### src/charge_pkg.sv
// Constants, register map and state codes of the charge cycle controller
// What this block does
// - Charge starts only with valid input, inhibit clear and thermistor good.
// - Inhibit set, thermistor in window, input valid: battery switch off.
// - Battery supplement of the system rail ignores the inhibit bit.
// - Below short-battery threshold charge at fixed trickle current.
// - Trickle and precharge share one timer, a quarter of fast timer.
// - Between short-battery and precharge exit use programmed precharge current.
// - At precharge exit threshold move to fast charge at fast current.
// - Termination disabled: precharge current is one fifth of fast current.
// - Current at termination level ends charge and sets charge-done flag.
// - Applied regulation target is clamped at the upper voltage limit.
// - After termination battery switch off; input keeps feeding system.
// - Termination only while voltage loop controls fast charge.
// - No termination while input, path or thermal loops are active.
// - After termination, battery at recharge threshold starts new cycle.
// - A recharge cycle resets the safety timers.
// - Falling input deglitched 64 us before entering sleep.
// - Input overvoltage clears only after 30 ms of falling input.
// - Battery switch opens after 60 us below undervoltage lockout, except while charging.
// - Battery-only mode: thermistor bias on 4 ms, off 196 ms.
// - Host watchdog of 40 s, 160 s or off resets the interface.
// - Host interface reset after 500 ms of inactivity.
// - After discharge overcurrent wait 250 ms before reconnecting battery, except to start charging.
package charge_pkg;
  // ==========================================================================
  // Timing
  localparam int CLK_PERIOD_NS = 20;
  localparam int SLEEP_DGL_US = 64;
  localparam int SLEEP_DGL_CYC = SLEEP_DGL_US * 1000 / CLK_PERIOD_NS;
  localparam int UVLO_DGL_US = 60;
  localparam int UVLO_DGL_CYC = UVLO_DGL_US * 1000 / CLK_PERIOD_NS;
  localparam int OVP_DGL_MS = 30;
  localparam int OVP_DGL_CYC = OVP_DGL_MS * 1000000 / CLK_PERIOD_NS;
  localparam int THERM_ON_MS = 4;
  localparam int THERM_ON_CYC = THERM_ON_MS * 1000000 / CLK_PERIOD_NS;
  localparam int THERM_OFF_MS = 196;
  localparam int THERM_OFF_CYC = THERM_OFF_MS * 1000000 / CLK_PERIOD_NS;
  localparam int IDLE_RST_MS = 500;
  localparam int IDLE_RST_CYC = IDLE_RST_MS * 1000000 / CLK_PERIOD_NS;
  localparam int OCP_REC_MS = 250;
  localparam int OCP_REC_CYC = OCP_REC_MS * 1000000 / CLK_PERIOD_NS;
  localparam logic [63:0] NS_PER_S = 64'd1000000000;
  localparam logic [63:0] CLK_NS64 = 64'd20;
  localparam logic [63:0] WDOG_MIN_S = 64'd40;
  localparam logic [63:0] WDOG_MIN_CYC = WDOG_MIN_S * NS_PER_S / CLK_NS64;
  localparam logic [63:0] WDOG_NOM_S = 64'd160;
  localparam logic [63:0] WDOG_NOM_CYC = WDOG_NOM_S * NS_PER_S / CLK_NS64;
  // Safety timer step: setting n gives (n+1) steps
  localparam logic [63:0] SAFETY_STEP_MIN = 64'd180;
  localparam logic [63:0] SAFETY_STEP_CYC =
    SAFETY_STEP_MIN * 64'd60 * NS_PER_S / CLK_NS64;

  // ==========================================================================
  // Register map (byte addresses)
  localparam logic [7:0] CTRL_OFS = 8'h00;
  localparam logic [7:0] FAST_CUR_OFS = 8'h04;
  localparam logic [7:0] PRE_CUR_OFS = 8'h08;
  localparam logic [7:0] VREG_OFS = 8'h0C;
  localparam logic [7:0] STATUS_OFS = 8'h10;
  localparam logic [7:0] APPLIED_OFS = 8'h14;
  // Control fields
  localparam int CTRL_INHIBIT_BIT = 0;
  localparam int CTRL_TERM_DIS_BIT = 1;
  localparam int CTRL_WDOG_LSB = 2;
  localparam int CTRL_SAFETY_LSB = 4;
  localparam logic [1:0] WDOG_OFF = 2'h0;
  localparam logic [1:0] WDOG_MIN = 2'h1;
  localparam logic [1:0] WDOG_NOM = 2'h2;
  // Reset values
  localparam logic [1:0] WDOG_RST = 2'h2;
  localparam logic [1:0] SAFETY_RST = 2'h0;
  localparam logic [9:0] FAST_CUR_RST = 10'h064;
  localparam logic [9:0] PRE_CUR_RST = 10'h014;
  localparam logic [12:0] VREG_RST = 13'h1068;
  // Current codes in mA, voltages in mV
  localparam logic [9:0] TRICKLE_CUR = 10'h005;
  localparam logic [9:0] CUR_DIV = 10'h005;
  localparam logic [12:0] VREG_MAX_MV = 13'h122A;

  // ==========================================================================
  // Charge states
  typedef enum logic [2:0] {
    ST_IDLE = 3'b000,
    ST_TRICKLE = 3'b001,
    ST_PRE = 3'b010,
    ST_FAST = 3'b011,
    ST_DONE = 3'b100,
    ST_FAULT = 3'b101
  } chg_state_t;
endpackage

### src/dgl_if.sv
// Condition and qualified result between a user and a deglitch timer
`timescale 1ns/100ps
interface dgl_if;
  logic cond;
  logic done;
  modport user(output cond, input done);
  modport timer(input cond, output done);
endinterface

### src/charge_cycle_ctrl.sv
// Charge cycle controller with APB register slave
`timescale 1ns/100ps
module charge_cycle_ctrl
  import charge_pkg::*;
#(
  parameter logic [63:0] SAFETY_STEP = SAFETY_STEP_CYC,
  parameter logic [63:0] WDOG_MIN_LEN = WDOG_MIN_CYC,
  parameter logic [63:0] WDOG_NOM_LEN = WDOG_NOM_CYC,
  parameter int OVP_DGL_LEN = OVP_DGL_CYC,
  parameter logic [31:0] THERM_ON_LEN = 32'(THERM_ON_CYC),
  parameter logic [31:0] THERM_OFF_LEN = 32'(THERM_OFF_CYC),
  parameter logic [31:0] IDLE_RST_LEN = 32'(IDLE_RST_CYC),
  parameter logic [31:0] OCP_REC_LEN = 32'(OCP_REC_CYC)
) (
  input wire logic mclk,
  input wire logic reset,
  input wire logic [7:0] paddr,
  input wire logic psel,
  input wire logic penable,
  input wire logic pwrite,
  input wire logic [31:0] pwdata,
  output logic [31:0] prdata,
  output logic pready,
  output logic pslverr,
  input wire logic vin_valid,
  input wire logic vin_ovp,
  input wire logic thermistor_ok,
  input wire logic thermistor_in_window,
  input wire logic vbat_below_short,
  input wire logic vbat_below_exit,
  input wire logic vbat_below_recharge,
  input wire logic vbat_below_uvlo,
  input wire logic cur_at_termination,
  input wire logic cv_loop_active,
  input wire logic vin_dyn_active,
  input wire logic path_dyn_active,
  input wire logic thermal_reg_active,
  input wire logic supplement_req,
  input wire logic bat_overcurrent,
  output logic battery_switch_on,
  output logic [9:0] charge_current,
  output logic [12:0] vreg_applied,
  output logic [2:0] charge_state,
  output logic charge_done,
  output logic safety_fault,
  output logic therm_bias_on,
  output logic iface_reset
);
  // ==========================================================================
  // Functions
  function automatic logic [63:0] safety_limit(input logic [1:0] sel,
                                               input logic [63:0] step);
    return step * ({62'd0, sel} + 64'd1);
  endfunction

  function automatic chg_state_t phase_of(input logic below_short,
                                          input logic below_exit);
    if (below_short) begin
      return ST_TRICKLE;
    end else if (below_exit) begin
      return ST_PRE;
    end
    return ST_FAST;
  endfunction

  function automatic logic is_mapped(input logic [7:0] a, input logic wr);
    logic rw;
    rw = (a == CTRL_OFS) || (a == FAST_CUR_OFS) || (a == PRE_CUR_OFS) ||
         (a == VREG_OFS);
    return rw || (!wr && (a == STATUS_OFS || a == APPLIED_OFS));
  endfunction

  function automatic logic is_charging(input chg_state_t s);
    return s == ST_TRICKLE || s == ST_PRE || s == ST_FAST;
  endfunction

  // ==========================================================================
  // Registers and state
  logic inhibit_q, term_dis_q;
  logic [1:0] wdog_sel_q, safety_sel_q;
  logic [9:0] fast_cur_q, pre_cur_q;
  logic [12:0] vreg_q;
  chg_state_t state_q, state_d;
  logic [63:0] safety_cnt_q, wdog_cnt_q;
  logic [31:0] therm_cnt_q, idle_cnt_q, ocp_cnt_q;
  logic done_flag_q, fault_q, ovp_q, ocp_hold_q, bsw_q, therm_q;
  logic wdog_fire, idle_fire, iface_rst_q;
  logic [9:0] cur_q;
  logic [12:0] vreg_app_q;
  logic [31:0] prdata_q;
  logic sleep_flag, uvlo_flag, vin_ok, bat_only, allowed, terminate;
  logic timeout, supplement, bsw_d, apb_wr, apb_acc;
  logic [63:0] limit;

  dgl_if sleep_dg();
  dgl_if ovp_dg();
  dgl_if uvlo_dg();

  // ==========================================================================
  // Deglitch timers
  assign sleep_dg.cond = !vin_valid;
  assign ovp_dg.cond = !vin_ovp;
  assign uvlo_dg.cond = vbat_below_uvlo;
  assign sleep_flag = sleep_dg.done;
  assign uvlo_flag = uvlo_dg.done;

  hold_timer #(.CYC(SLEEP_DGL_CYC)) sleep_tmr (
    .mclk(mclk),
    .reset(reset),
    .dg(sleep_dg)
  );

  hold_timer #(.CYC(OVP_DGL_LEN)) ovp_tmr (
    .mclk(mclk),
    .reset(reset),
    .dg(ovp_dg)
  );

  hold_timer #(.CYC(UVLO_DGL_CYC)) uvlo_tmr (
    .mclk(mclk),
    .reset(reset),
    .dg(uvlo_dg)
  );

  // Overvoltage sets at once, clears only after the deglitched fall
  always_ff @(posedge mclk) begin
    if (reset) begin
      ovp_q <= 1'b0;
    end else if (vin_ovp) begin
      ovp_q <= 1'b1;
    end else if (ovp_dg.done) begin
      ovp_q <= 1'b0;
    end
  end

  assign vin_ok = vin_valid && !ovp_q;
  assign bat_only = !vin_ok;

  // ==========================================================================
  // APB slave: zero wait states
  assign pready = 1'b1;
  assign apb_acc = psel && penable;
  assign apb_wr = apb_acc && pwrite && is_mapped(paddr, 1'b1);
  assign pslverr = apb_acc && !is_mapped(paddr, pwrite);
  assign prdata = prdata_q;

  always_ff @(posedge mclk) begin
    if (reset || wdog_fire) begin
      inhibit_q <= 1'b0;
      term_dis_q <= 1'b0;
      wdog_sel_q <= WDOG_RST;
      safety_sel_q <= SAFETY_RST;
      fast_cur_q <= FAST_CUR_RST;
      pre_cur_q <= PRE_CUR_RST;
      vreg_q <= VREG_RST;
    end else if (apb_wr) begin
      unique case (paddr)
        CTRL_OFS: begin
          inhibit_q <= pwdata[CTRL_INHIBIT_BIT];
          term_dis_q <= pwdata[CTRL_TERM_DIS_BIT];
          wdog_sel_q <= pwdata[CTRL_WDOG_LSB +: 2];
          safety_sel_q <= pwdata[CTRL_SAFETY_LSB +: 2];
        end
        FAST_CUR_OFS: fast_cur_q <= pwdata[9:0];
        PRE_CUR_OFS: pre_cur_q <= pwdata[9:0];
        default: vreg_q <= pwdata[12:0];
      endcase
    end
  end

  // Read data is captured in the setup cycle
  always_ff @(posedge mclk) begin
    if (reset) begin
      prdata_q <= '0;
    end else if (psel && !penable) begin
      prdata_q <= '0;
      unique case (paddr)
        CTRL_OFS: prdata_q[5:0] <= {safety_sel_q, wdog_sel_q, term_dis_q,
                                    inhibit_q};
        FAST_CUR_OFS: prdata_q[9:0] <= fast_cur_q;
        PRE_CUR_OFS: prdata_q[9:0] <= pre_cur_q;
        VREG_OFS: prdata_q[12:0] <= vreg_q;
        STATUS_OFS: prdata_q[10:0] <= {bsw_q, supplement, ocp_hold_q,
                                       uvlo_flag, ovp_q, sleep_flag,
                                       fault_q, done_flag_q, state_q};
        APPLIED_OFS: prdata_q <= {3'd0, vreg_app_q, 6'd0, cur_q};
        default: prdata_q <= '0;
      endcase
    end
  end

  // ==========================================================================
  // Host watchdog and inactivity reset
  always_ff @(posedge mclk) begin
    if (reset || apb_acc || wdog_sel_q == WDOG_OFF || wdog_fire) begin
      wdog_cnt_q <= '0;
    end else begin
      wdog_cnt_q <= wdog_cnt_q + 64'd1;
    end
  end

  assign wdog_fire = !apb_acc && ((wdog_sel_q == WDOG_MIN &&
                     wdog_cnt_q == WDOG_MIN_LEN - 64'd1) ||
                     (wdog_sel_q == WDOG_NOM &&
                     wdog_cnt_q == WDOG_NOM_LEN - 64'd1));

  always_ff @(posedge mclk) begin
    if (reset || psel || idle_fire) begin
      idle_cnt_q <= '0;
    end else begin
      idle_cnt_q <= idle_cnt_q + 32'd1;
    end
  end

  assign idle_fire = !psel && idle_cnt_q == IDLE_RST_LEN - 32'd1;

  always_ff @(posedge mclk) begin
    if (reset) begin
      iface_rst_q <= 1'b0;
    end else begin
      iface_rst_q <= wdog_fire || idle_fire;
    end
  end

  // ==========================================================================
  // Charge sequencing
  assign allowed = vin_ok && !inhibit_q && thermistor_ok;
  assign limit = (state_q == ST_FAST) ? safety_limit(safety_sel_q,
                 SAFETY_STEP) : safety_limit(safety_sel_q, SAFETY_STEP) >> 2;
  assign timeout = is_charging(state_q) &&
                   safety_cnt_q >= limit - 64'd1;
  assign terminate = cur_at_termination && cv_loop_active &&
                     !vin_dyn_active && !path_dyn_active &&
                     !thermal_reg_active && !term_dis_q && !supplement_req;

  always_comb begin
    state_d = state_q;
    if (!allowed) begin
      state_d = ST_IDLE;
    end else if (timeout) begin
      state_d = ST_FAULT;
    end else begin
      unique case (state_q)
        ST_IDLE: state_d = phase_of(vbat_below_short, vbat_below_exit);
        ST_TRICKLE, ST_PRE:
          state_d = phase_of(vbat_below_short, vbat_below_exit);
        ST_FAST: if (terminate) state_d = ST_DONE;
        ST_DONE: if (vbat_below_recharge) begin
          state_d = phase_of(vbat_below_short, vbat_below_exit);
        end
        ST_FAULT: state_d = ST_FAULT;
        default: state_d = ST_IDLE;
      endcase
    end
  end

  always_ff @(posedge mclk) begin
    if (reset) begin
      state_q <= ST_IDLE;
    end else begin
      state_q <= state_d;
    end
  end

  // Shared precharge interval; restarted on cycle start and fast entry
  always_ff @(posedge mclk) begin
    if (reset || !is_charging(state_d)) begin
      safety_cnt_q <= '0;
    end else if (!is_charging(state_q) ||
                 (state_d == ST_FAST && state_q != ST_FAST)) begin
      safety_cnt_q <= '0;
    end else begin
      safety_cnt_q <= safety_cnt_q + 64'd1;
    end
  end

  always_ff @(posedge mclk) begin
    if (reset) begin
      done_flag_q <= 1'b0;
      fault_q <= 1'b0;
    end else if (state_q == ST_FAST && state_d == ST_DONE) begin
      done_flag_q <= 1'b1;
    end else if (state_d == ST_FAULT) begin
      fault_q <= 1'b1;
    end else if (is_charging(state_d) && !is_charging(state_q)) begin
      done_flag_q <= 1'b0;
      fault_q <= 1'b0;
    end
  end

  // ==========================================================================
  // Current and voltage targets for the analog loops
  always_ff @(posedge mclk) begin
    if (reset) begin
      cur_q <= '0;
      vreg_app_q <= VREG_RST;
    end else begin
      unique case (state_d)
        ST_TRICKLE: cur_q <= TRICKLE_CUR;
        ST_PRE: cur_q <= term_dis_q ? fast_cur_q / CUR_DIV :
                         pre_cur_q;
        ST_FAST: cur_q <= fast_cur_q;
        default: cur_q <= '0;
      endcase
      vreg_app_q <= (vreg_q > VREG_MAX_MV) ? VREG_MAX_MV : vreg_q;
    end
  end

  // ==========================================================================
  // Battery switch, overcurrent recovery, thermistor bias
  always_ff @(posedge mclk) begin
    if (reset) begin
      ocp_hold_q <= 1'b0;
      ocp_cnt_q <= '0;
    end else if (bat_overcurrent && !is_charging(state_q)) begin
      ocp_hold_q <= 1'b1;
      ocp_cnt_q <= '0;
    end else if (ocp_hold_q) begin
      ocp_cnt_q <= ocp_cnt_q + 32'd1;
      if (ocp_cnt_q == OCP_REC_LEN - 32'd1) begin
        ocp_hold_q <= 1'b0;
      end
    end
  end

  // Supplement does not look at the inhibit bit
  assign supplement = supplement_req && !uvlo_flag && !ocp_hold_q;
  assign bsw_d = is_charging(state_d) ||
                 ((supplement_req || bat_only) && !uvlo_flag &&
                 !ocp_hold_q);

  always_ff @(posedge mclk) begin
    if (reset) begin
      bsw_q <= 1'b0;
    end else begin
      bsw_q <= bsw_d;
    end
  end

  always_ff @(posedge mclk) begin
    if (reset || !bat_only ||
        therm_cnt_q == THERM_ON_LEN + THERM_OFF_LEN - 32'd1) begin
      therm_cnt_q <= '0;
    end else begin
      therm_cnt_q <= therm_cnt_q + 32'd1;
    end
  end

  always_ff @(posedge mclk) begin
    if (reset) begin
      therm_q <= 1'b1;
    end else begin
      therm_q <= !bat_only || therm_cnt_q < THERM_ON_LEN;
    end
  end

  assign battery_switch_on = bsw_q;
  assign charge_current = cur_q;
  assign vreg_applied = vreg_app_q;
  assign charge_state = state_q;
  assign charge_done = done_flag_q;
  assign safety_fault = fault_q;
  assign therm_bias_on = therm_q;
  assign iface_reset = iface_rst_q;
endmodule

### src/hold_timer.sv
// Deglitch timer: done rises after cond has held for CYC clock edges
`timescale 1ns/100ps
module hold_timer #(
  parameter int CYC = 16
) (
  input wire logic mclk,
  input wire logic reset,
  dgl_if.timer dg
);
  localparam int W = $clog2(CYC + 1);
  localparam logic [W-1:0] LAST = W'(CYC - 1);

  logic [W-1:0] cnt_q;
  logic done_q;

  // ==========================================================================
  // Count consecutive cycles of cond; any drop restarts the count
  always_ff @(posedge mclk) begin
    if (reset || !dg.cond) begin
      cnt_q <= '0;
      done_q <= 1'b0;
    end else if (cnt_q == LAST) begin
      done_q <= 1'b1;
    end else begin
      cnt_q <= cnt_q + W'(1);
    end
  end

  assign dg.done = done_q;
endmodule

### config.mk
export PLATFORM = sky130hd
export DESIGN_NAME = charge_cycle_ctrl
export DESIGN_NICKNAME = d
export VERILOG_FILES = /design/src/charge_pkg.sv /design/src/dgl_if.sv /design/src/charge_cycle_ctrl.sv /design/src/hold_timer.sv
export SDC_FILE = /design/constraint.sdc
export NUM_CORES = 1
export LEC_CHECK = 0
export BUFFER_PORTS_ARGS = -buffer_cell sky130_fd_sc_hd__buf_4
export CAP_MARGIN = 20
export CORE_MARGIN = 5
export CORE_UTILIZATION = 25
export CTS_CLUSTER_DIAMETER = 30
export DETAILED_ROUTE_END_ITERATION = 12
export SYNTH_ARGS = -nofsm -noshare
export SYNTH_HDL_FRONTEND = slang
export SYNTH_HIERARCHICAL = 1
export SYNTH_SLANG_ARGS = --single-unit
### constraint.sdc
create_clock -name mclk -period 7.43 [get_ports mclk]
set_clock_uncertainty 0.15 [all_clocks]
set_input_delay 1.486 -clock mclk [delete_from_list [all_inputs] [get_ports mclk]]
set_output_delay 1.486 -clock mclk [all_outputs]
set_load 0.05 [all_outputs]
## After elaboration in Yosys (flattened, before gate mapping)

Index checks and enable logic that the tools add are counted.

- Div/mod/pow operators: 1
- Multipliers: 1
- Multiplexer cells: 40
- Bitwise gates (word level): 2
- Reductions and logical operators: 90
- Magnitude comparators: 3
- $add $sub $neg: 10
- Eq/ne operators: 27

Operators with widths:

| kind | number |
|---|---|
| $add A64 B1 Y64 const B | 2 |
| $add A32 B1 Y32 const B | 3 |
| $eq A32 B24 Y1 const B | 2 |
| $eq A64 B31 Y1 const B | 1 |
| $eq A64 B33 Y1 const B | 1 |
| $ge A64 B64 Y1 | 1 |
| $sub A42 B1 Y43 const B | 1 |
| $mux W42 | 1 |
| $pmux W6 S6 | 1 |
| $eq A32 B25 Y1 const B | 1 |
| $lt A32 B18 Y1 const B | 1 |
| $mul A28 B3 Y31 const A | 1 |
| $pmux W10 S3 | 1 |
| $logic_and A1 B1 Y1 | 28 |
| $logic_or A1 B1 Y1 | 27 |
| $mux W3 | 9 |
| $add A12 B1 Y12 const B | 2 |
| $eq A12 B12 Y1 const B | 2 |
| $add A21 B1 Y21 const B | 1 |
| $eq A21 B21 Y1 const B | 1 |
| $mux W1 | 21 |
| $mux W10 | 2 |
| $pmux W4 S5 | 1 |
| $logic_not A1 Y1 | 18 |
| 25 further kinds | 45 |

- Input port bits: 60
- Output and inout bits: 65
- Register bits: 376

## Depth between registers and ports, before layout

Gate-level depths: netlist of run 1.

- Depth after elaboration: 20
- Depth in mapped cells: 25
- Gate-level depth less buffers: 22

## Hierarchy

The synthesis of run 1 kept the hierarchy.

Modules (own cells, without submodules):

| module | times used | cells an instance | seq. area each (µm²) | area an instance (µm²) |
|---|---|---|---|---|
| charge_cycle_ctrl | 1 | 1944 | 6446.2 | 16291.9 |
| hold_timer (ovp_tmr) | 1 | 116 | 440.4 | 1039.7 |
| hold_timer (uvlo_tmr) | 1 | 74 | 260.2 | 661.9 |
| hold_timer (sleep_tmr) | 1 | 72 | 260.2 | 640.6 |

## Worst setup path before layout of run 1

OpenSTA, ideal clock, no wires.

- Path kind: reg2reg
- From: register safety_sel_q[0]
- To: register safety_cnt_q[42]
- Clock period less this slack: 5204 ps
- Data arrival time: 4938 ps
- Stages on the path, launching flop included: 26
- Path slack: 2226 ps
- Required time: 7164 ps
- Path through: dfxtp_1 -> inv_1 -> ha_1 -> clkbuf_1 -> xnor2_1 -> ha_1 -> a41oi_1 -> nor2b_1 -> o21bai_1 -> a21o_1 -> o21ai_0 -> nand2_1 -> o21ai_0 -> ha_1 -> a21oi_1 -> nor4_1 -> or3_1 -> a21oi_1 -> a21boi_1 -> a21bo_2 -> a32o_1 -> buf_6 -> nor2_4 -> nand4b_4 -> buf_6 -> nor2_2

- Cells in the longest elaborated chain, start to end: 14
- Elaborated cells on any way between the ends: 18
- Those cells by class: add/sub (2); mul (1); order compare (1); eq/ne (3); mux (3); reduce/logical (8)

Ends and longest elaborated chain:

| element | line | text |
|---|---|---|
| start: declaration | charge_cycle_ctrl.sv:80 | `logic [1:0] wdog_sel_q, safety_sel_q;` |
| start signal: assignment | charge_cycle_ctrl.sv:162 | `safety_sel_q <= pwdata[CTRL_SAFETY_LSB +: 2];` |
| $add A2 B1 Y3 (*) | charge_cycle_ctrl.sv:53 | `return step * ({62'd0, sel} + 64'd1);` |
| $mul A28 B3 Y31 (*) | charge_cycle_ctrl.sv:53 |  |
| $mux W42 (*) | charge_cycle_ctrl.sv:228 | `assign limit = (state_q == ST_FAST) ? safety_limit(safety_sel_q,` |
| $sub A42 B1 Y43 (*) | charge_cycle_ctrl.sv:231 | `safety_cnt_q >= limit - 64'd1;` |
| $ge A64 B64 Y1 (*) | charge_cycle_ctrl.sv:231 |  |
| $logic_and A1 B1 Y1 (*) | charge_cycle_ctrl.sv:230 | `assign timeout = is_charging(state_q) &&` |
| $mux W3 (*) | charge_cycle_ctrl.sv:240 | `end else if (timeout) begin` |
| $mux W3 (*) | charge_cycle_ctrl.sv:238 | `if (!allowed) begin` |
| $eq A3 B1 Y1 / $eq A3 B2 Y1 (equally long branches) | charge_cycle_ctrl.sv:74 | `return s == ST_TRICKLE \|\| s == ST_PRE \|\| s == ST_FAST;` |
| $logic_or A1 B1 Y1 (2 in series) | charge_cycle_ctrl.sv:74 |  |
| $logic_not A1 Y1 | charge_cycle_ctrl.sv:267 | `if (reset \|\| !is_charging(state_d)) begin` |
| $logic_or A1 B1 Y1 | charge_cycle_ctrl.sv:267 |  |
| $reduce_or A2 Y1 (no line) (*) | - |  |
| end signal: assignment | charge_cycle_ctrl.sv:273 | `safety_cnt_q <= safety_cnt_q + 64'd1;` |
| end: declaration | charge_cycle_ctrl.sv:84 | `logic [63:0] safety_cnt_q, wdog_cnt_q;` |

Every way passes the cells marked *; elsewhere a longest branch is shown, timed or not.
A chain may end at the register's enable or synchronous reset.

## Final worst setup path of run 1

- From: register safety_sel_q[1]
- To: register safety_cnt_q[10]

Same word-level chain as after synthesis.

==> metrics.log, run 1 <==
[metrics] Starting Density: 0.2511
[metrics] number of sinks driven by the clock tree: 370
[metrics] end point of the worst hold path: prdata[12]
[metrics] count of fill cells added during filler insertion: 7743
[metrics] Yosys Warn Count: 6
[metrics] number of failing hold endpoints at the final stage: 0
[metrics] sort of element at the end of the critical path: flop
[metrics] synth cell count leaders: dfxtp_1 (370), nor2_1 (335), nand2_1 (211)
[metrics] critical path required time: 7.76 ns
[metrics] Post-Layout Cell Count: 3384
[metrics] pin slew with the least headroom to its limit: 1.087 ns
[metrics] slack of the critical path: 0.8945 ns
[metrics] iteration-0 DRC count of the detailed router: 1208
[metrics] Area contributors post-synth: dfxtp_1 (40%), nor2_1 (6.7%), xor2_1 (6.0%)
[metrics] Post-route DRC: 0
[metrics] IO Pins: 125
[metrics] number of buffers between clock root and the deepest sink: 3
[metrics] Area growth, synth to finish: 26.36%
[metrics] number of synthesized flops with an enable pin: 0
[metrics] top-area cell type share of the netlist area: 0.3975
[metrics] startpoint of the worst-slack reg-to-reg timing path: safety_sel_q[1]
[metrics] max-cap violations: 0
[metrics] standard-cell rows: 100
[metrics] vias in the first global route: 14970
[metrics] total of cells resized after clock tree synthesis: 0
[metrics] worst hold path class: flop to flop
[metrics] die boundary width: 283.0 um
[metrics] Num CTS Buffers: 87
[metrics] number of antenna violations at the first check in global routing: 9
[metrics] largest vdd supply drop: 0.1598 mV
[metrics] share of flip-flops with an asynchronous set or reset after synthesis: 0
[metrics] pre-CTS setup slack: 1.017 ns
[metrics] class of the most critical setup path: flop to flop
[metrics] Register-to-Register Path Depth: 23
[metrics] Overflow after GRT: 0
[metrics] Min-Delay Startpoint: prdata[12]
[metrics] final routed wire length divided by cell count: 14.58 um
[metrics] clock latency on the worst-skew pair: 0.61 ns
[metrics] deepest level of the CTS H-tree: 3
[metrics] critical path startpoint category: flop
[metrics] final number of max-transition violations: 0
[metrics] placed wire-length estimate after detailed placement: 34890 um
[metrics] number of vias per cell: 4.700
[metrics] setup slack on the worst flop-to-flop path: 0.89 ns
[metrics] power density relative to cell area: 265.9 nW/um^2
[metrics] clock slew at the register clock pins of the worst setup and hold paths: 0.04 ns
[metrics] setup repair after global routing missed its margin: false
[metrics] Avg Cell Area, Syn: 8.447 um^2
[metrics] share of post-route cells with drive strength above 1: 0.1378
[metrics] nets@finish: 2454
[metrics] Final min period: 6.536 ns
[metrics] number of failing setup endpoints in the final timing report: 0
[metrics] number of cells produced by synthesis: 2206
[metrics] result of the run: finished, final reports clean
[metrics] Synth Cell Area: 18630 um^2
[metrics] Critical Path AT: 6.87 ns
[metrics] capturing point of the worst reg2reg path: safety_cnt_q[10]
[metrics] area of the core region: 74200 um^2
[metrics] TritonCTS clock tree: built
[metrics] sum of negative setup slack: 0 ns
[metrics] maximum number of pins on one net before global-route repair: 64
[metrics] Peak Freq: 153.0 MHz
[metrics] cell type with the largest total area after synthesis: dfxtp_1
[metrics] Via Count: 15910
[metrics] number of port buffers: 97
[metrics] # Post-CTS Setup Buffers: 0
[metrics] count of cells along the worst hold path: 2
[metrics] register bit count reported by yosys: 370
[metrics] wire length after detailed routing: 49330 um
[metrics] DRT Pass-1 Iters: 7
[metrics] most common cell in the netlist: dfxtp_1
[metrics] Placed Cells incl. Taps: 3215
[metrics] register area share after synthesis: 0.3975
[metrics] Post-Route Utilization: 0.3174
[metrics] tightest slew margin relative to the limit: 0.2753
[metrics] number of nets with antenna violations after routing: 0
[metrics] worst-path fanout max: 31
[metrics] share of the cycle needed by the critical path after routing: 0.8796
[metrics] count of different cell masters after synthesis: 106
[metrics] hold-fix buffers at CTS: 0
[metrics] Pleak: 8.860 nW
[metrics] main flop type after synthesis: dfxtp_1
[metrics] overall fraction of global-route tracks in use: 0.1192
[metrics] cell at the root of the clock tree: clkbuf_16
[metrics] final weighted congestion in routability-driven placement: 0.8091
[metrics] overall die height: 283.0 um
[metrics] wire length of the first global-routing pass: 79690 um
[metrics] DIE AREA: 80100 um^2
## cell type report
class / instances / area (um^2) / area share
multi-input combinational: 1717 / 10680 / 0.4534
sequential: 370 / 7407 / 0.3146
clock buffer: 109 / 2381 / 0.1011
tap: 969 / 1212 / 0.05149
timing repair buffer: 108 / 850.8 / 0.03613
clock inverter: 53 / 808.3 / 0.03433
inverter: 53 / 198.9 / 0.008449
antenna: 5 / 12.51 / 0.0005314
## metal layers
| layer | vias up | track usage | share of wire | routed length, um |
|---|---|---|---|---|
| met3 | 98 | 0.04180 | 0.083 | 4105 |
| met4 | 8 | 0.04046 | 0.026 | 1286 |
| met2 | 396 | 0.1731 | 0.41 | 20410 |
| met1 | 7335 | 0.1645 | 0.48 | 23470 |
| met5 | - | 0 | 0.0013 | 62 |
| li1 | 8068 | - | - | - |
## flip-flops by register name, indices dropped and copies added, names as in the netlist, 2 cells and up
| name | count |
|---|---|
| safety_cnt_q | 64 |
| wdog_cnt_q | 64 |
| idle_cnt_q | 32 |
| ocp_cnt_q | 32 |
| therm_cnt_q | 32 |
| prdata | 26 |
| ovp_tmr/cnt_q | 21 |
| vreg_applied | 13 |
| vreg_q | 13 |
| sleep_tmr/cnt_q | 12 |
| uvlo_tmr/cnt_q | 12 |
| charge_current | 10 |
| fast_cur_q | 10 |
| pre_cur_q | 10 |
| charge_state | 3 |
| safety_sel_q | 2 |
| wdog_sel_q | 2 |
## placed cells by master, fill, tap and decap left out, types with 19 or more instances in the layout
cell	count
buf_4	106
dfxtp_1	370
nor2_1	335
o21ai_0	60
conb_1	28
nor4_1	35
or3_1	23
and3_1	48
xnor2_1	81
and2_1	21
a211oi_1	19
clkbuf_16	88
xor2_1	127
and4_1	20
nor3_1	36
mux2i_1	48
nor2b_1	20
inv_1	51
ha_1	57
nand3_1	116
a21oi_1	96
nor2_2	25
nand4_1	47
nand2_1	210
## through the flow
stage	total power, mW	hold slack (ns)	instance area, um^2
floorplan	2.152	0.2761	18730
global placement	2.211	0.2929	20290
detailed placement	2.212	0.3003	20290
CTS	6.336	0.3064	23480
global route	6.475	0.3336	23530
finish	6.260	0.3017	23550
## worst max path at each step
stage	startpoint	to	slack, ns	cells after the start
2_1_floorplan	safety_sel_q[0]	safety_cnt_q[42]	2.23	25
3_3_place_gp	safety_sel_q[1]	safety_cnt_q[21]	1.09	19
3_5_place_dp	safety_sel_q[1]	safety_cnt_q[20]	1.02	23
4_1_cts	safety_sel_q[1]	safety_cnt_q[10]	0.98	23
5_1_grt	safety_sel_q[1]	safety_cnt_q[2]	0.34	23
6_report	safety_sel_q[1]	safety_cnt_q[10]	0.89	23
## critical path, stage by stage (launching register included)
cell and delay [ns]:
dfxtp_1 0.55, inv_1 0.18, ha_1 0.51, xnor2_1 0.39, ha_1 0.35, a41oi_1 0.26, nor2b_1 0.27, o21bai_1 0.09
a21o_1 0.19, o21ai_0 0.15, nand2_1 0.10, o21ai_0 0.20, ha_1 0.27, a21oi_1 0.14, nor4_1 0.06, or3_1 0.38
a21oi_1 0.24, a21boi_1 0.18, a21bo_2 0.27, a32o_1 0.41, nor2_4 0.19, nand4b_4 0.33, buf_4 0.45, nor2_1 0.09
## cells by family after synthesis
logic type      count (synthesis)  synth area share
simple gates                 1029            0.2776
flops                         370            0.3975
buf+inv                       145           0.03518
other cells                     2         0.0004030
xor+xnor                      208           0.09776
mux                            52           0.02820
fa+ha+maj                      57           0.03827
compound gates                343            0.1250
## power breakdown
part           internal (mW)  total (mW)  switching, mW
registers               2.01        2.02         0.0157
clock network           2.84        4.08           1.24
logic                 0.0468       0.157          0.110
No activity file was read; power rests on OpenSTA's default activity.
==> inputs of run 2 (changes only) <==
CTS_BUF_LIST = sky130_fd_sc_hd__clkbuf_4   (was unset)
==> metrics.log, run 2 (synthesized netlist as in run 1, its figures left out) <==
[metrics] result of the run: finished, final reports clean (unchanged)
[metrics] number of port buffers: 97 (unchanged)
[metrics] Final min period: 6.558 ns (was 6.536 ns)
[metrics] overall fraction of global-route tracks in use: 0.1177 (was 0.1192)
[metrics] pre-CTS setup slack: 1.017 ns (unchanged)
[metrics] share of the cycle needed by the critical path after routing: 0.8827 (was 0.8796)
[metrics] number of sinks driven by the clock tree: 370 (unchanged)
[metrics] DIE AREA: 80100 um^2 (unchanged)
[metrics] final weighted congestion in routability-driven placement: 0.8091 (unchanged)
[metrics] clock latency on the worst-skew pair: 0.89 ns (was 0.61 ns)
[metrics] pin slew with the least headroom to its limit: 1.101 ns (was 1.087 ns)
[metrics] maximum number of pins on one net before global-route repair: 64 (unchanged)
[metrics] number of failing hold endpoints at the final stage: 0 (unchanged)
[metrics] count of fill cells added during filler insertion: 7988 (was 7743)
[metrics] hold-fix buffers at CTS: 0 (unchanged)
[metrics] number of antenna violations at the first check in global routing: 11 (was 9)
[metrics] wire length of the first global-routing pass: 78760 um (was 79690 um)
[metrics] combined area of the multi-input logic cells: 10680 um^2 (unchanged)
[metrics] total length of routed met3 wires: 3985 um (was 4105 um)
[metrics] Area growth, synth to finish: 16.25% (was 26.36%)
[metrics] critical path startpoint category: flop (unchanged)
[metrics] Pleak: 8.082 nW (was 8.860 nW)
[metrics] Overflow after GRT: 0 (unchanged)
[metrics] Critical Path Slowest Stage Cell: dfxtp_1 (unchanged)
[metrics] setup repair after global routing missed its margin: false (unchanged)
[metrics] placed wire-length estimate after detailed placement: 34890 um (unchanged)
[metrics] number of vias per cell: 4.670 (was 4.700)
[metrics] Peak Freq: 152.5 MHz (was 153.0 MHz)
[metrics] area of the core region: 74200 um^2 (unchanged)
[metrics] Critical path buffers and inverters: 2 (unchanged)
[metrics] sum of negative setup slack: 0 ns (unchanged)
[metrics] most frequent standard cell in the layout excluding fill and tap cells: dfxtp_1 (unchanged)
[metrics] total of cells resized after clock tree synthesis: 0 (unchanged)
[metrics] placed standard-cell area: 20290 um^2 (unchanged)
[metrics] largest registers ranked by flip-flop count: safety_cnt_q x64, wdog_cnt_q x64 (unchanged)
[metrics] # Post-CTS Setup Buffers: 0 (unchanged)
[metrics] Post-route DRC: 0 (unchanged)
[metrics] deepest level of the CTS H-tree: 3 (unchanged)
[metrics] worst-path fanout max: 31 (unchanged)
[metrics] tightest slew margin relative to the limit: 0.2662 (was 0.2753)
[metrics] sequential cell area in the final layout: 7407 um^2 (unchanged)
[metrics] slowest stage delay, CP: 0.56 ns (was 0.55 ns)
[metrics] final number of max-transition violations: 0 (unchanged)
[metrics] IO Pins: 125 (unchanged)
[metrics] largest vdd supply drop: 0.07901 mV (was 0.1598 mV)
[metrics] Num CTS Buffers: 103 (was 87)
[metrics] power density relative to cell area: 186.1 nW/um^2 (was 265.9 nW/um^2)
[metrics] class of the most critical setup path: flop to flop (unchanged)
[metrics] routed length on met1: 23300 um (was 23470 um)
[metrics] cell area after layout: 21660 um^2 (was 23550 um^2)
[metrics] number of buffers between clock root and the deepest sink: 3 (unchanged)
[metrics] critical path required time: 7.98 ns (was 7.76 ns)
[metrics] sort of element at the end of the critical path: flop (unchanged)
[metrics] Critical Path AT: 7.11 ns (was 6.87 ns)
[metrics] TritonCTS clock tree: built (unchanged)
[metrics] cell at the root of the clock tree: clkbuf_4 (was clkbuf_16)
[metrics] routed length on met2: 20060 um (was 20410 um)
[metrics] worst hold path class: flop to flop (unchanged)
[metrics] total power: 4.031 mW (was 6.260 mW)
[metrics] Starting Density: 0.2511 (unchanged)
[metrics] standard-cell rows: 100 (unchanged)
[metrics] DRT Pass-1 Iters: 7 (unchanged)
[metrics] chain of cells forming the critical path: inv_1 -> ha_1 -> xnor2_1 -> ha_1 -> a41oi_1 -> nor2b_1 -> o21bai_1 -> a21o_1 -> o21ai_0 -> nand2_1 -> o21ai_0 -> ha_1 -> a21oi_1 -> nor4_1 -> or3_1 -> a21oi_1 -> a21boi_1 -> a21bo_2 -> a32o_1 -> nor2_4 -> nand4b_4 -> buf_4 -> nor2_1 (unchanged)
[metrics] max-cap violations: 0 (unchanged)
[metrics] slack of the critical path: 0.8719 ns (was 0.8945 ns)
[metrics] clock slew at the register clock pins of the worst setup and hold paths: 0.07 ns (was 0.04 ns)
[metrics] die boundary width: 283.0 um (unchanged)
[metrics] top metal layer carrying routed signals: met5 (unchanged)
[metrics] number of failing setup endpoints in the final timing report: 0 (unchanged)
[metrics] cell repeated most along the worst path: ha_1 (unchanged)
[metrics] overall die height: 283.0 um (unchanged)
[metrics] final routed wire length divided by cell count: 14.31 um (was 14.58 um)
[metrics] CP top delay family: compound AO/OA/AOI/OAI gates (unchanged)
[metrics] iteration-0 DRC count of the detailed router: 1127 (was 1208)
[metrics] most frequent cells in the layout: dfxtp_1 (370), nor2_1 (335), nand2_1 (210) (unchanged)
[metrics] nets@finish: 2470 (was 2454)
[metrics] vias in the first global route: 14920 (was 14970)
[metrics] wire length after detailed routing: 48680 um (was 49330 um)
[metrics] number of nets with antenna violations after routing: 0 (unchanged)
[metrics] share of post-route cells with drive strength above 1: 0.1398 (was 0.1378)
[metrics] Via Count: 15880 (was 15910)
-- run 2: worst min-delay path, delay by kind of cell, from the launching register on --
family / cells / cell delay (ns)
DFF: 1 / 0.31
and+or+nand+nor: 1 / 0.05
AOI/OAI and AO/OA: 1 / 0.05
-- run 2: layer usage --
metal / vias to the layer above / GRT usage
met1: 7285 / 0.1627
met3: 112 / 0.04228
met4: 8 / 0.03542
met5: - / 0
li1: 8110 / -
met2: 367 / 0.1721
-- run 2: per-stage QoR --
step,utilization,std cells,hold slack (ns)
final,0.2920,3401,0.3035
after global routing,0.2918,3397,0.3373
after CTS,0.2910,3392,0.3094
after floorplan,-,2232,0.2761
after global placement,0.2735,3215,0.2929
after detailed placement,0.2735,3215,0.3003
-- run 2: cell type report --
cell class,instances,area share
clock buffer,139,0.04817
inverter,53,0.009184
sequential,370,0.3419
antenna,7,0.0008086
clock inverter,38,0.01184
timing repair buffer,108,0.03928
tap,969,0.05597
multi-input combinational,1717,0.4928
-- run 2: worst paths after layout --
| kind | startpoint | end | slack (ns) | cells after the start |
|---|---|---|---|---|
| min reg2reg | prdata[11] | prdata[11] | 0.30 | 2 |
| min | prdata[11] | prdata[11] | 0.30 | 2 |
| max | safety_sel_q[1] | safety_cnt_q[8] | 0.87 | 23 |
| max reg2reg | safety_sel_q[1] | safety_cnt_q[8] | 0.87 | 23 |
-- run 2: power breakdown --
part | switching [mW] | leakage, nW | internal [mW]
clock | 0.885 | 0.769 | 0.975
combinational | 0.110 | 4.32 | 0.0468
sequential | 0.0153 | 2.99 | 2.00
